File: src/rtl/adrl_pkg.sv
/*
 * Shared constants for the acoustic duty ramp limiter: register offsets,
 * field positions, reset values and the step lookup.
 * Assumes an 8-bit register port with byte-wide offsets.
 */
package adrl_pkg;

  // Register offsets
  localparam logic [7:0] ADDR_ACOUSTIC_FIRST = 8'h62;
  localparam logic [7:0] ADDR_ACOUSTIC_SECOND = 8'h63;
  localparam logic [7:0] ADDR_SLOW_CFG = 8'h64;
  localparam logic [7:0] ADDR_DUTY_FIRST = 8'h65;
  localparam logic [7:0] ADDR_DUTY_SECOND = 8'h66;
  localparam logic [7:0] ADDR_DUTY_THIRD = 8'h67;

  // Field positions
  localparam int EN_FIRST_BIT = 3;
  localparam int EN_SECOND_BIT = 7;
  localparam int EN_THIRD_BIT = 3;
  localparam int SEL_FIRST_LSB = 0;
  localparam int SEL_SECOND_LSB = 4;
  localparam int SEL_THIRD_LSB = 0;

  // Reset values
  localparam logic [7:0] ACOUSTIC_RESET = 8'h00;
  localparam logic [2:0] SLOW_RESET = 3'h0;
  localparam logic [7:0] DUTY_RESET = 8'h00;

  // Timing
  localparam int SLOTS_PER_PERIOD = 255;
  localparam int SLOW_FACTOR = 4;

  // Step size in slots for a three-bit rate code
  function automatic logic [7:0] step_of(input logic [2:0] code);
    logic [7:0] s;
    s = 8'h01;
    case (code)
      3'h0: s = 8'h01;
      3'h1: s = 8'h02;
      3'h2: s = 8'h03;
      3'h3: s = 8'h05;
      3'h4: s = 8'h08;
      3'h5: s = 8'h0c;
      3'h6: s = 8'h18;
      default: s = 8'h30;
    endcase
    return s;
  endfunction : step_of

endpackage : adrl_pkg

File: src/rtl/adrl_channel.sv
/*
 * One output channel: slew-limited applied duty and its 255-slot PWM.
 * Assumes target and update strobe come from logic on the same clock.
 */
`timescale 1ns/1ns
module adrl_channel (
  input wire logic i_clk,
  input wire logic i_arst_n,
  input wire logic i_update,
  input wire logic [7:0] i_target,
  input wire logic i_enable,
  input wire logic [2:0] i_step_sel,
  input wire logic i_slow,
  output logic [7:0] o_duty,
  output logic o_pwm
);

  logic [7:0] duty_ff;
  logic [7:0] nxt_duty;
  logic [1:0] slow_cnt_ff;
  logic [7:0] slot_ff;
  logic pwm_ff;
  logic [7:0] step;
  logic [7:0] diff_up;
  logic [7:0] diff_dn;
  logic ramp_ok;
  logic [1:0] nxt_slow_cnt;

  // Slow mode only moves on every fourth update
  assign ramp_ok = !i_slow || (slow_cnt_ff == 2'h0);
  assign nxt_slow_cnt = (slow_cnt_ff == 2'(adrl_pkg::SLOW_FACTOR - 1)) ?
    2'h0 : 2'(slow_cnt_ff + 2'h1);
  assign step = adrl_pkg::step_of(i_step_sel);
  assign diff_up = i_target - duty_ff;
  assign diff_dn = duty_ff - i_target;

  // Next duty: clamp at target so a step never overshoots
  always_comb begin
    nxt_duty = duty_ff;
    if (!i_enable) begin
      nxt_duty = i_target;
    end else if (!ramp_ok) begin
      nxt_duty = duty_ff;
    end else if (i_target > duty_ff) begin
      nxt_duty = (diff_up < step) ? i_target
                                  : 8'(duty_ff + step);
    end else if (i_target < duty_ff) begin
      nxt_duty = (diff_dn < step) ? i_target
                                  : 8'(duty_ff - step);
    end
  end

  // Stored duty is the reference for the next compare
  always_ff @(posedge i_clk or negedge i_arst_n) begin
    if (!i_arst_n) begin
      duty_ff <= adrl_pkg::DUTY_RESET;
      slow_cnt_ff <= 2'h0;
    end else if (i_update) begin
      duty_ff <= nxt_duty;
      slow_cnt_ff <= (i_slow && i_enable) ? nxt_slow_cnt : 2'h0;
    end
  end

  // 255-slot period counter and comparator
  always_ff @(posedge i_clk or negedge i_arst_n) begin
    if (!i_arst_n) begin
      slot_ff <= 8'h00;
      pwm_ff <= 1'b0;
    end else begin
      slot_ff <= (slot_ff == 8'(adrl_pkg::SLOTS_PER_PERIOD - 1)) ? 8'h00
                 : 8'(slot_ff + 8'h01);
      pwm_ff <= (slot_ff < duty_ff);
    end
  end

  assign o_duty = duty_ff;
  assign o_pwm = pwm_ff;
endmodule : adrl_channel

File: src/rtl/adrl_top.sv
/*
 * Acoustic duty ramp limiter: registers and three ramped PWM channels.
 * Assumes targets and update strobe come from the fan control loop on
 * i_clk, and a simple same-clock register port.
 */
// Implementation choice: the address-and-strobe port.
`timescale 1ns/1ns
module adrl_top (
  input wire logic i_clk,
  input wire logic i_arst_n,
  input wire logic [7:0] i_addr,
  input wire logic [7:0] i_wdata,
  input wire logic i_wr,
  input wire logic i_rd,
  output logic [7:0] o_rdata,
  input wire logic i_update,
  input wire logic [7:0] i_target_first,
  input wire logic [7:0] i_target_second,
  input wire logic [7:0] i_target_third,
  output logic o_fan_drive_first,
  output logic o_fan_drive_second,
  output logic o_fan_drive_third
);

  logic [7:0] acoustic_first_ff;
  logic [7:0] acoustic_second_ff;
  logic [2:0] slow_ff;
  logic [7:0] rdata_ff;
  logic [7:0] nxt_rdata;
  logic [7:0] duty_first;
  logic [7:0] duty_second;
  logic [7:0] duty_third;
  logic [2:0] en;
  logic [2:0] sel_first;
  logic [2:0] sel_second;
  logic [2:0] sel_third;

  // Per-output enable and rate fields
  assign en[0] = acoustic_first_ff[adrl_pkg::EN_FIRST_BIT];
  assign en[1] = acoustic_second_ff[adrl_pkg::EN_SECOND_BIT];
  assign en[2] = acoustic_second_ff[adrl_pkg::EN_THIRD_BIT];
  assign sel_first =
    acoustic_first_ff[adrl_pkg::SEL_FIRST_LSB +: 3];
  assign sel_second =
    acoustic_second_ff[adrl_pkg::SEL_SECOND_LSB +: 3];
  assign sel_third =
    acoustic_second_ff[adrl_pkg::SEL_THIRD_LSB +: 3];

  // Register writes; unmapped writes are dropped
  always_ff @(posedge i_clk or negedge i_arst_n) begin
    if (!i_arst_n) begin
      acoustic_first_ff <= adrl_pkg::ACOUSTIC_RESET;
      acoustic_second_ff <= adrl_pkg::ACOUSTIC_RESET;
      slow_ff <= adrl_pkg::SLOW_RESET;
    end else if (i_wr) begin
      if (i_addr == adrl_pkg::ADDR_ACOUSTIC_FIRST) begin
        acoustic_first_ff <= i_wdata;
      end
      if (i_addr == adrl_pkg::ADDR_ACOUSTIC_SECOND) begin
        acoustic_second_ff <= i_wdata;
      end
      if (i_addr == adrl_pkg::ADDR_SLOW_CFG) begin
        slow_ff <= i_wdata[2:0];
      end
    end
  end

  // Read mux; unmapped addresses read zero
  always_comb begin
    nxt_rdata = 8'h00;
    case (i_addr)
      adrl_pkg::ADDR_ACOUSTIC_FIRST: nxt_rdata = acoustic_first_ff;
      adrl_pkg::ADDR_ACOUSTIC_SECOND: nxt_rdata = acoustic_second_ff;
      adrl_pkg::ADDR_SLOW_CFG: nxt_rdata = {5'h00, slow_ff};
      adrl_pkg::ADDR_DUTY_FIRST: nxt_rdata = duty_first;
      adrl_pkg::ADDR_DUTY_SECOND: nxt_rdata = duty_second;
      adrl_pkg::ADDR_DUTY_THIRD: nxt_rdata = duty_third;
      default: nxt_rdata = 8'h00;
    endcase
  end

  // Read data valid only in the cycle after the strobe
  always_ff @(posedge i_clk or negedge i_arst_n) begin
    if (!i_arst_n) begin
      rdata_ff <= 8'h00;
    end else begin
      rdata_ff <= i_rd ? nxt_rdata : 8'h00;
    end
  end
  assign o_rdata = rdata_ff;

  // Independent channels so shared targets can ramp differently
  adrl_channel u_first (
    .i_clk(i_clk),
    .i_arst_n(i_arst_n),
    .i_update(i_update),
    .i_target(i_target_first),
    .i_enable(en[0]),
    .i_step_sel(sel_first),
    .i_slow(slow_ff[0]),
    .o_duty(duty_first),
    .o_pwm(o_fan_drive_first)
  );
  adrl_channel u_second (
    .i_clk(i_clk),
    .i_arst_n(i_arst_n),
    .i_update(i_update),
    .i_target(i_target_second),
    .i_enable(en[1]),
    .i_step_sel(sel_second),
    .i_slow(slow_ff[1]),
    .o_duty(duty_second),
    .o_pwm(o_fan_drive_second)
  );
  adrl_channel u_third (
    .i_clk(i_clk),
    .i_arst_n(i_arst_n),
    .i_update(i_update),
    .i_target(i_target_third),
    .i_enable(en[2]),
    .i_step_sel(sel_third),
    .i_slow(slow_ff[2]),
    .o_duty(duty_third),
    .o_pwm(o_fan_drive_third)
  );
endmodule : adrl_top

File: config.mk
export PLATFORM = sky130hd
export DESIGN_NAME = adrl_top
export DESIGN_NICKNAME = d
export VERILOG_FILES = /design/src/rtl/adrl_pkg.sv /design/src/rtl/adrl_channel.sv /design/src/rtl/adrl_top.sv
export SDC_FILE = /design/constraint.sdc
export NUM_CORES = 1
export LEC_CHECK = 0
export BUFFER_PORTS_ARGS = -buffer_cell sky130_fd_sc_hd__buf_2
export CAP_MARGIN = 10
export CORE_AREA = 2 2 148 150
export CTS_CLUSTER_DIAMETER = 120
export CTS_CLUSTER_SIZE = 24
export DETAILED_ROUTE_END_ITERATION = 10
export DIE_AREA = 0 0 150 152
export GPL_TIMING_DRIVEN = 0
export PLACE_DENSITY = 0.73
export SLEW_MARGIN = 30
export SYNTH_ARGS = -nofsm -noshare
export SYNTH_HDL_FRONTEND = slang
export SYNTH_SLANG_ARGS = --single-unit
File: constraint.sdc
create_clock -name i_clk -period 4.6 [get_ports i_clk]
set_clock_uncertainty 0.05 [all_clocks]
set_input_delay 0.46 -clock i_clk [delete_from_list [all_inputs] [get_ports i_clk]]
set_output_delay 0.46 -clock i_clk [all_outputs]
set_load 0.03 [all_outputs]
Word level (Yosys, flattened, before mapping)
Cells that the tools add are included.
{"block": "classes", "n_reduce_logical": 21, "order_cmp": 15, "mux": 32, "eq_ne": 36, "add_sub_neg": 18}
{"cell": "2-to-1 mux 8 bit", "n": 22}
{"cell": "one-hot mux 6 bit (7 select lines)", "n": 3}
{"cell": "== test 8 x 7 -> 1 bit (second input constant)", "n": 6}
{"cell": "< comparator 8 x 6 -> 1 bit", "n": 6}
{"cell": "< comparator 8 bit", "n": 6}
{"cell": "one-hot mux 8 bit (6 select lines)", "n": 1}
{"cell": "subtractor 8 bit", "n": 6}
{"cell": "== test 3 bit (second input constant)", "n": 9}
{"cell": "adder 8 x 1 -> 8 bit (second input constant)", "n": 3}
{"cell": "adder 8 x 6 -> 8 bit", "n": 3}
{"cell": "== test 8 bit (second input constant)", "n": 3}
{"cell": "> comparator 8 bit", "n": 3}
{"cell": "subtractor 8 x 6 -> 8 bit", "n": 3}
{"cell": "== test 3 x 2 -> 1 bit (second input constant)", "n": 6}
{"cell": "2-to-1 mux 2 bit", "n": 6}
{"cell": "== test 3 x 1 -> 1 bit (second input constant)", "n": 3}
{"cell": "logical NOT 3 bit", "n": 3}
{"cell": "!= test 3 x 1 -> 1 bit (second input constant)", "n": 3}
{"cell": "AND reduction 3 bit", "n": 3}
{"cell": "adder 2 x 1 -> 2 bit (second input constant)", "n": 3}
{"cell": "== test 2 bit (second input constant)", "n": 3}
{"cell": "logical NOT 2 bit", "n": 3}
{"cell": "!= test 2 x 1 -> 1 bit (second input constant)", "n": 3}
{"cell": "AND reduction 2 bit", "n": 3}
{"cell": "3 further kinds", "n": 9}
{"block": "word_totals", "ff_bits": 84}

Depth between registers and ports, before layout
{"block": "depth", "ltp_word": 8, "mapped_depth": 18, "depth_no_buf": 17}

Hierarchy
From an unflattened synthesis, not the netlist that was laid out.
{"block": "hier_totals", "cells_unflattened": 1133, "area_unflattened_um2": 9798.1}
{"module": "adrl_channel (u_third)", "instances": 1, "area_per_inst_um2": 2961.6, "seq_area_each_um2": 475.5, "cells_each": 364}
{"module": "adrl_channel (u_second)", "instances": 1, "area_per_inst_um2": 2727.6, "seq_area_each_um2": 475.5, "cells_each": 336}
{"module": "adrl_channel (u_first)", "instances": 1, "area_per_inst_um2": 2717.6, "seq_area_each_um2": 475.5, "cells_each": 326}
{"module": "adrl_top", "instances": 1, "area_per_inst_um2": 1391.3, "seq_area_each_um2": 675.6, "cells_each": 107}

Least setup slack after synthesis
Ideal clock, no wire load.
{"block": "synth_timing", "path_type": "input to register", "from": "in i_target_second[0]", "to": "reg u_second.duty_ff[2] (netlist: u_second.o_duty[2])", "setup_ps": 123, "arrival_ps": 3317, "n_path_buf": 1, "setup_slack_ps": 1111, "stages": 16, "path_cell_list": "inv_1 -> ha_1 -> inv_1 -> fa_1 -> a21o_1 -> a21o_1 -> xnor2_1 -> ha_1 -> a21o_1 -> a221o_1 -> a211oi_1 -> a31oi_1 -> buf_4 -> o21ai_4 -> nand2_1 -> o221a_2"}
{"block": "synth_between", "elab_chain_len": 7, "elab_cells_between_ends": 14, "cone_classes": "2 x add/sub; 4 x order compare; 1 x eq/ne; 6 x mux; 1 x reduce/logical"}
{"item": "from (decl)", "line": "adrl_top.sv:18", "rtl": "input wire logic [7:0] i_target_second,"}
{"item": "subtractor 8 bit", "line": "adrl_channel.sv:35", "rtl": "assign diff_dn = duty_ff - i_target;"}
{"item": "< comparator 8 x 6 -> 1 bit", "line": "adrl_channel.sv:48", "rtl": "nxt_duty = (diff_dn < step) ? i_target"}
{"item": "2-to-1 mux 8 bit", "line": "adrl_channel.sv:48"}
{"item": "2-to-1 mux 8 bit", "line": "adrl_channel.sv:47", "rtl": "end else if (i_target < duty_ff) begin"}
{"item": "2-to-1 mux 8 bit", "line": "adrl_channel.sv:44", "rtl": "end else if (i_target > duty_ff) begin"}
{"item": "2-to-1 mux 8 bit", "line": "adrl_channel.sv:42", "rtl": "end else if (!ramp_ok) begin"}
{"item": "2-to-1 mux 8 bit", "line": "adrl_channel.sv:40", "rtl": "if (!i_enable) begin"}
{"item": "to (signal assigned)", "line": "adrl_channel.sv:56", "rtl": "duty_ff <= adrl_pkg::DUTY_RESET;"}
{"item": "to (signal assigned)", "line": "adrl_channel.sv:59", "rtl": "duty_ff <= nxt_duty;"}
{"item": "to (decl)", "line": "adrl_channel.sv:18", "rtl": "logic [7:0] duty_ff;"}
Several ways; a longest one is shown, not always the timed one. The select of a mux whose other input is x is not followed.
A chain may end at the register's enable or synchronous reset.

Worst setup path after layout
{"block": "layout_timing", "from": "reg u_second.duty_ff[1] (netlist: u_second.o_duty[1])", "to": "reg u_second.duty_ff[2] (netlist: u_second.o_duty[2])"}
{"block": "layout_between", "elab_chain_len": 7, "elab_cells_between_ends": 16, "cone_classes": "4 x add/sub; 4 x order compare; 1 x eq/ne; 6 x mux; 1 x reduce/logical"}
{"item": "subtractor 8 bit", "line": "adrl_channel.sv:35"}
{"item": "< comparator 8 x 6 -> 1 bit", "line": "adrl_channel.sv:48"}
{"item": "2-to-1 mux 8 bit", "line": "adrl_channel.sv:48"}
{"item": "2-to-1 mux 8 bit", "line": "adrl_channel.sv:47"}
{"item": "2-to-1 mux 8 bit", "line": "adrl_channel.sv:44"}
{"item": "2-to-1 mux 8 bit", "line": "adrl_channel.sv:42"}
{"item": "2-to-1 mux 8 bit", "line": "adrl_channel.sv:40"}
Several ways; a longest one is shown, not always the timed one. The select of a mux whose other input is x is not followed.

==> metrics.csv <==
stage;metric;value;unit
layout;ant diodes;0;
critical_path;Critical Path Most Common Cell;a21o_1;
critical_path;arrival time worst endpoint;4.42;ns
clock_tree;maximum clock path buffer count;2;
detailed_routing;Via density;5.68;
detailed_routing;drt wl/cell;16.7;um
layout;commonest non-fill, non-tap cells in the layout;143 x ha_1, 104 x inv_1, 92 x nor2_1, 84 x dfrtp_1;
detailed_routing;Initial DRC Count;407;
synth;Mean Syn Cell Area;8.58;um2
critical_path;CP Launch Point;u_second.o_duty[1]$_DFFE_PN0P_;
critical_path;Req. time, crit path;4.79;ns
pwr;NetSw;0.00110;W
placement;DP HPWL;19300;um
detailed_routing;drt drc;0;
critical_path;FF-to-FF Start;u_second.o_duty[1]$_DFFE_PN0P_;
pwr;Peak supply drop;0.169;mV
synth;Yosys warnings;0;
floorplanning;Top Ports;56;
clock_tree;CTS Sinks;84;
critical_path;crit path max fanout;10;
detailed_routing;final wirelength;24200;um
layout;area grow syn2layout;10.2;%
critical_path;reg2reg end;u_second.o_duty[2]$_DFFE_PN0P_;
layout;final core occ;48.6;%
synth;Async SR Flop Fraction;100;%
sta;RSZ-0062 raised after global routing;false;
synth;area of the mapped netlist;0.00941;mm2
clock_tree;post_cts resized;0;
sta;final hold violations;0;
critical_path;Critical Path Sink;u_second.o_duty[2]$_DFFE_PN0P_;
synth;Primary FF master, synth;dfrtp_1;
floorplanning;die height;152;um
synth;Seq cells post-synth;84;
critical_path;Max stage delay on crit path;0.54;ns
clock_tree;Reg clk slew, reported paths;0.06;ns
sta;fmax;0.237;GHz
clock_tree;CTS buffer count;9;
floorplanning;Rows;54;
synth;post-synthesis sequential area ratio;22.3;%
critical_path;delay-heaviest family, CP;compound AO/OA/AOI/OAI gates;
job;max-cap viol count;0;
sta;Worst Max-Slew Pin Slew;0.778;ns
detailed_routing;drt pass-1 iters;5;
floorplanning;Die W;150;um
grt;largest net degree at the start of global routing;44;
layout;commonest non-fill, non-tap cell in the layout;ha_1;
pwr;power share of the sequential group;29.4;%
clock_tree;hold_buf cts;1;
critical_path;number of buffers and inverters on the critical path;2;
pwr;P_int;0.00173;W
layout;share of cells above drive strength 1;13.0;%
layout;Final nets;1361;
sta;Final Cycle Share;91.9;%
pwr;Switching Share;38.8;%
synth;Cells after Synth;1097;
sta;Max Slew Vio Count;0;
critical_path;R2R Setup Slk;0.37;ns
pwr;PD cells;273;mW/mm2
floorplanning;Core ar.;0.0214;mm2
sta;Setup Viol. Count Final;0;
synth;Syn Nets;1295;
floorplanning;DIE AREA;0.0228;mm2
grt;first-pass GRT wire length;39700;um
clock_tree;CTS H-tree lvls;3;
sta;min Tclk post-route;4.23;ns
detailed_routing;DRT antenna net count;0;
clock_tree;CTS root buffer;clkbuf_16;
placement;RePlAce Congestion;0.941;
critical_path;Crit. End Element;flop;
clock_tree;clk_lat worst skew;0.35;ns
pwr;combinational share of power;43.8;%
synth;Post-synth EDFFs;0;
grt;GRT Util Overall;21.5;%
pwr;clock power share;26.8;%
clock_tree;CTS tree;done;
grt;initial antenna violation count;2;
sta;relative max-transition margin;47.9;%
grt;GR Overflow Total;0;
placement;Port Buffers;53;
critical_path;Startpoint Class;flop;
detailed_routing;Vias;8225;
critical_path;worst setup path class;reg2reg;
synth;count of cell types in the netlist;81;
critical_path;slowest CP cell;dfrtp_1;
critical_path;critical-path cell list;inv_1, fa_1, a21o_1, a21o_1, xnor2_1, ha_1, a21o_1, a221o_1, a211oi_1, a31oi_1, buf_4, o21ai_4, nand2_1, o221a_2;
critical_path;FF-to-FF path depth;14;
worst_hold_path;worst hold path startpoint;i_wdata[4];
grt;vias in the first global route;7830;
sta;setup tns final;0;ns
clock_tree;post-CTS setup buffers;0;
worst_hold_path;Hold WC Path Type;in2reg;
outcome;status;finished clean;
critical_path;CP Depth;14;
floorplanning;Initial Util;44.1;%
pwr;P_leak;4.97;nW
-- cells by family after synthesis --
| group | count (synthesis) | share of synthesized area (%) |
|---|---|---|
| AO/OA/AOI/OAI | 313 | 23.5 |
| XOR/XNOR | 56 | 5.29 |
| adder cells (fa/ha/maj) | 153 | 21.1 |
| buffers and inverters | 144 | 6.74 |
| flip-flops | 84 | 22.3 |
| multiplexers | 39 | 4.49 |
| AND/OR/NAND/NOR | 308 | 16.5 |
-- metrics by stage --
step | setup WS, ns | total power [W] | cells | cell area (um2) | hold slack [ns]
3_3_place_gp | 0.510 | 0.00203 | 1430 | 10000 | 0.440
2_1_floorplan | 1.11 | 0.00176 | 1097 | 9410 | 0.114
6_report | 0.372 | 0.00283 | 1448 | 10400 | 0.313
3_5_place_dp | 0.461 | 0.00206 | 1431 | 10100 | 0.360
4_1_cts | 0.452 | 0.00283 | 1448 | 10400 | 0.306
5_1_grt | 0.213 | 0.00302 | 1448 | 10400 | 0.311
-- worst reg2reg max path, delay by kind of cell, from the launching register on --
family / cells / cell delay [ns]
compound gates: 8 / 1.83
buf+inv: 2 / 0.51
simple gates: 1 / 0.24
xor+xnor: 1 / 0.15
fa+ha+maj: 2 / 0.80
flops: 1 / 0.54
-- how the worst min path moves through the flow --
stage               cells past startpoint                                end
floorplan                               0   acoustic_first_ff[0]$_DFFE_PN0P_
global placement                        1   acoustic_first_ff[6]$_DFFE_PN0P_
detailed placement                      1           u_second.o_pwm$_DFF_PN0_
CTS                                     2   acoustic_first_ff[4]$_DFFE_PN0P_
global route                            2  acoustic_second_ff[4]$_DFFE_PN0P_
finish                                  2   acoustic_first_ff[4]$_DFFE_PN0P_
-- layout make-up --
class	instances	area (um2)
fillers	2028	11000
multi-input cells	869	6680
flip-flops and latches	84	2100
inverters	104	390
well taps	280	350
repair buffers	55	309
plain buffers	40	244
clock buffers	10	239
clock inverters	6	61.3
-- cells in the mapped netlist, types with 11 or more instances --
library cell / n / area [um2]
nand2b_1: 22 / 138
dfrtp_1: 84 / 2100
nand4_1: 13 / 81.3
a211oi_1: 12 / 90.1
clkbuf_1: 14 / 52.6
nand3_1: 23 / 115
nand2_1: 67 / 251
nor3_1: 15 / 75.1
nor2b_1: 13 / 81.3
o21ai_0: 51 / 255
o21bai_1: 13 / 97.6
o31ai_1: 11 / 82.6
a31oi_1: 12 / 75.1
a21oi_1: 67 / 335
a22oi_1: 14 / 105
a21o_1: 26 / 195
o21a_1: 12 / 90.1
xor2_1: 24 / 210
inv_1: 104 / 390
nor2_1: 92 / 345
mux2_2: 21 / 236
and2_1: 11 / 68.8
mux2i_1: 16 / 160
xnor2_1: 31 / 272
o22ai_1: 16 / 100
ha_1: 143 / 1790
-- power by group through the flow --
stage	Combinational, W	Clock (W)	Sequential [W]
2_1_floorplan	0.000940	0	0.000824
3_3_place_gp	0.00119	0	0.000843
3_5_place_dp	0.00122	0	0.000845
4_1_cts	0.00123	0.000771	0.000831
5_1_grt	0.00139	0.000801	0.000836
6_report	0.00124	0.000758	0.000832
-- sequential cells by signal, summed over array words and instances, names as in the netlist, 3 cells and up --
signal / count
u_third.slot_ff: 8
slow_ff: 3
acoustic_second_ff: 8
u_second.slot_ff: 8
o_rdata: 8
acoustic_first_ff: 8
u_third.o_duty: 8
u_second.o_duty: 8
u_first.slot_ff: 8
u_first.o_duty: 8
-- layer usage --
metal | wire, um | global-route usage, %
met5 | 12 | 0
met3 | 996 | 3.15
met1 | 11400 | 29.5
met2 | 11500 | 35.7
met4 | 335 | 4.90
Note: power is estimated with default switching activity, not from simulation.
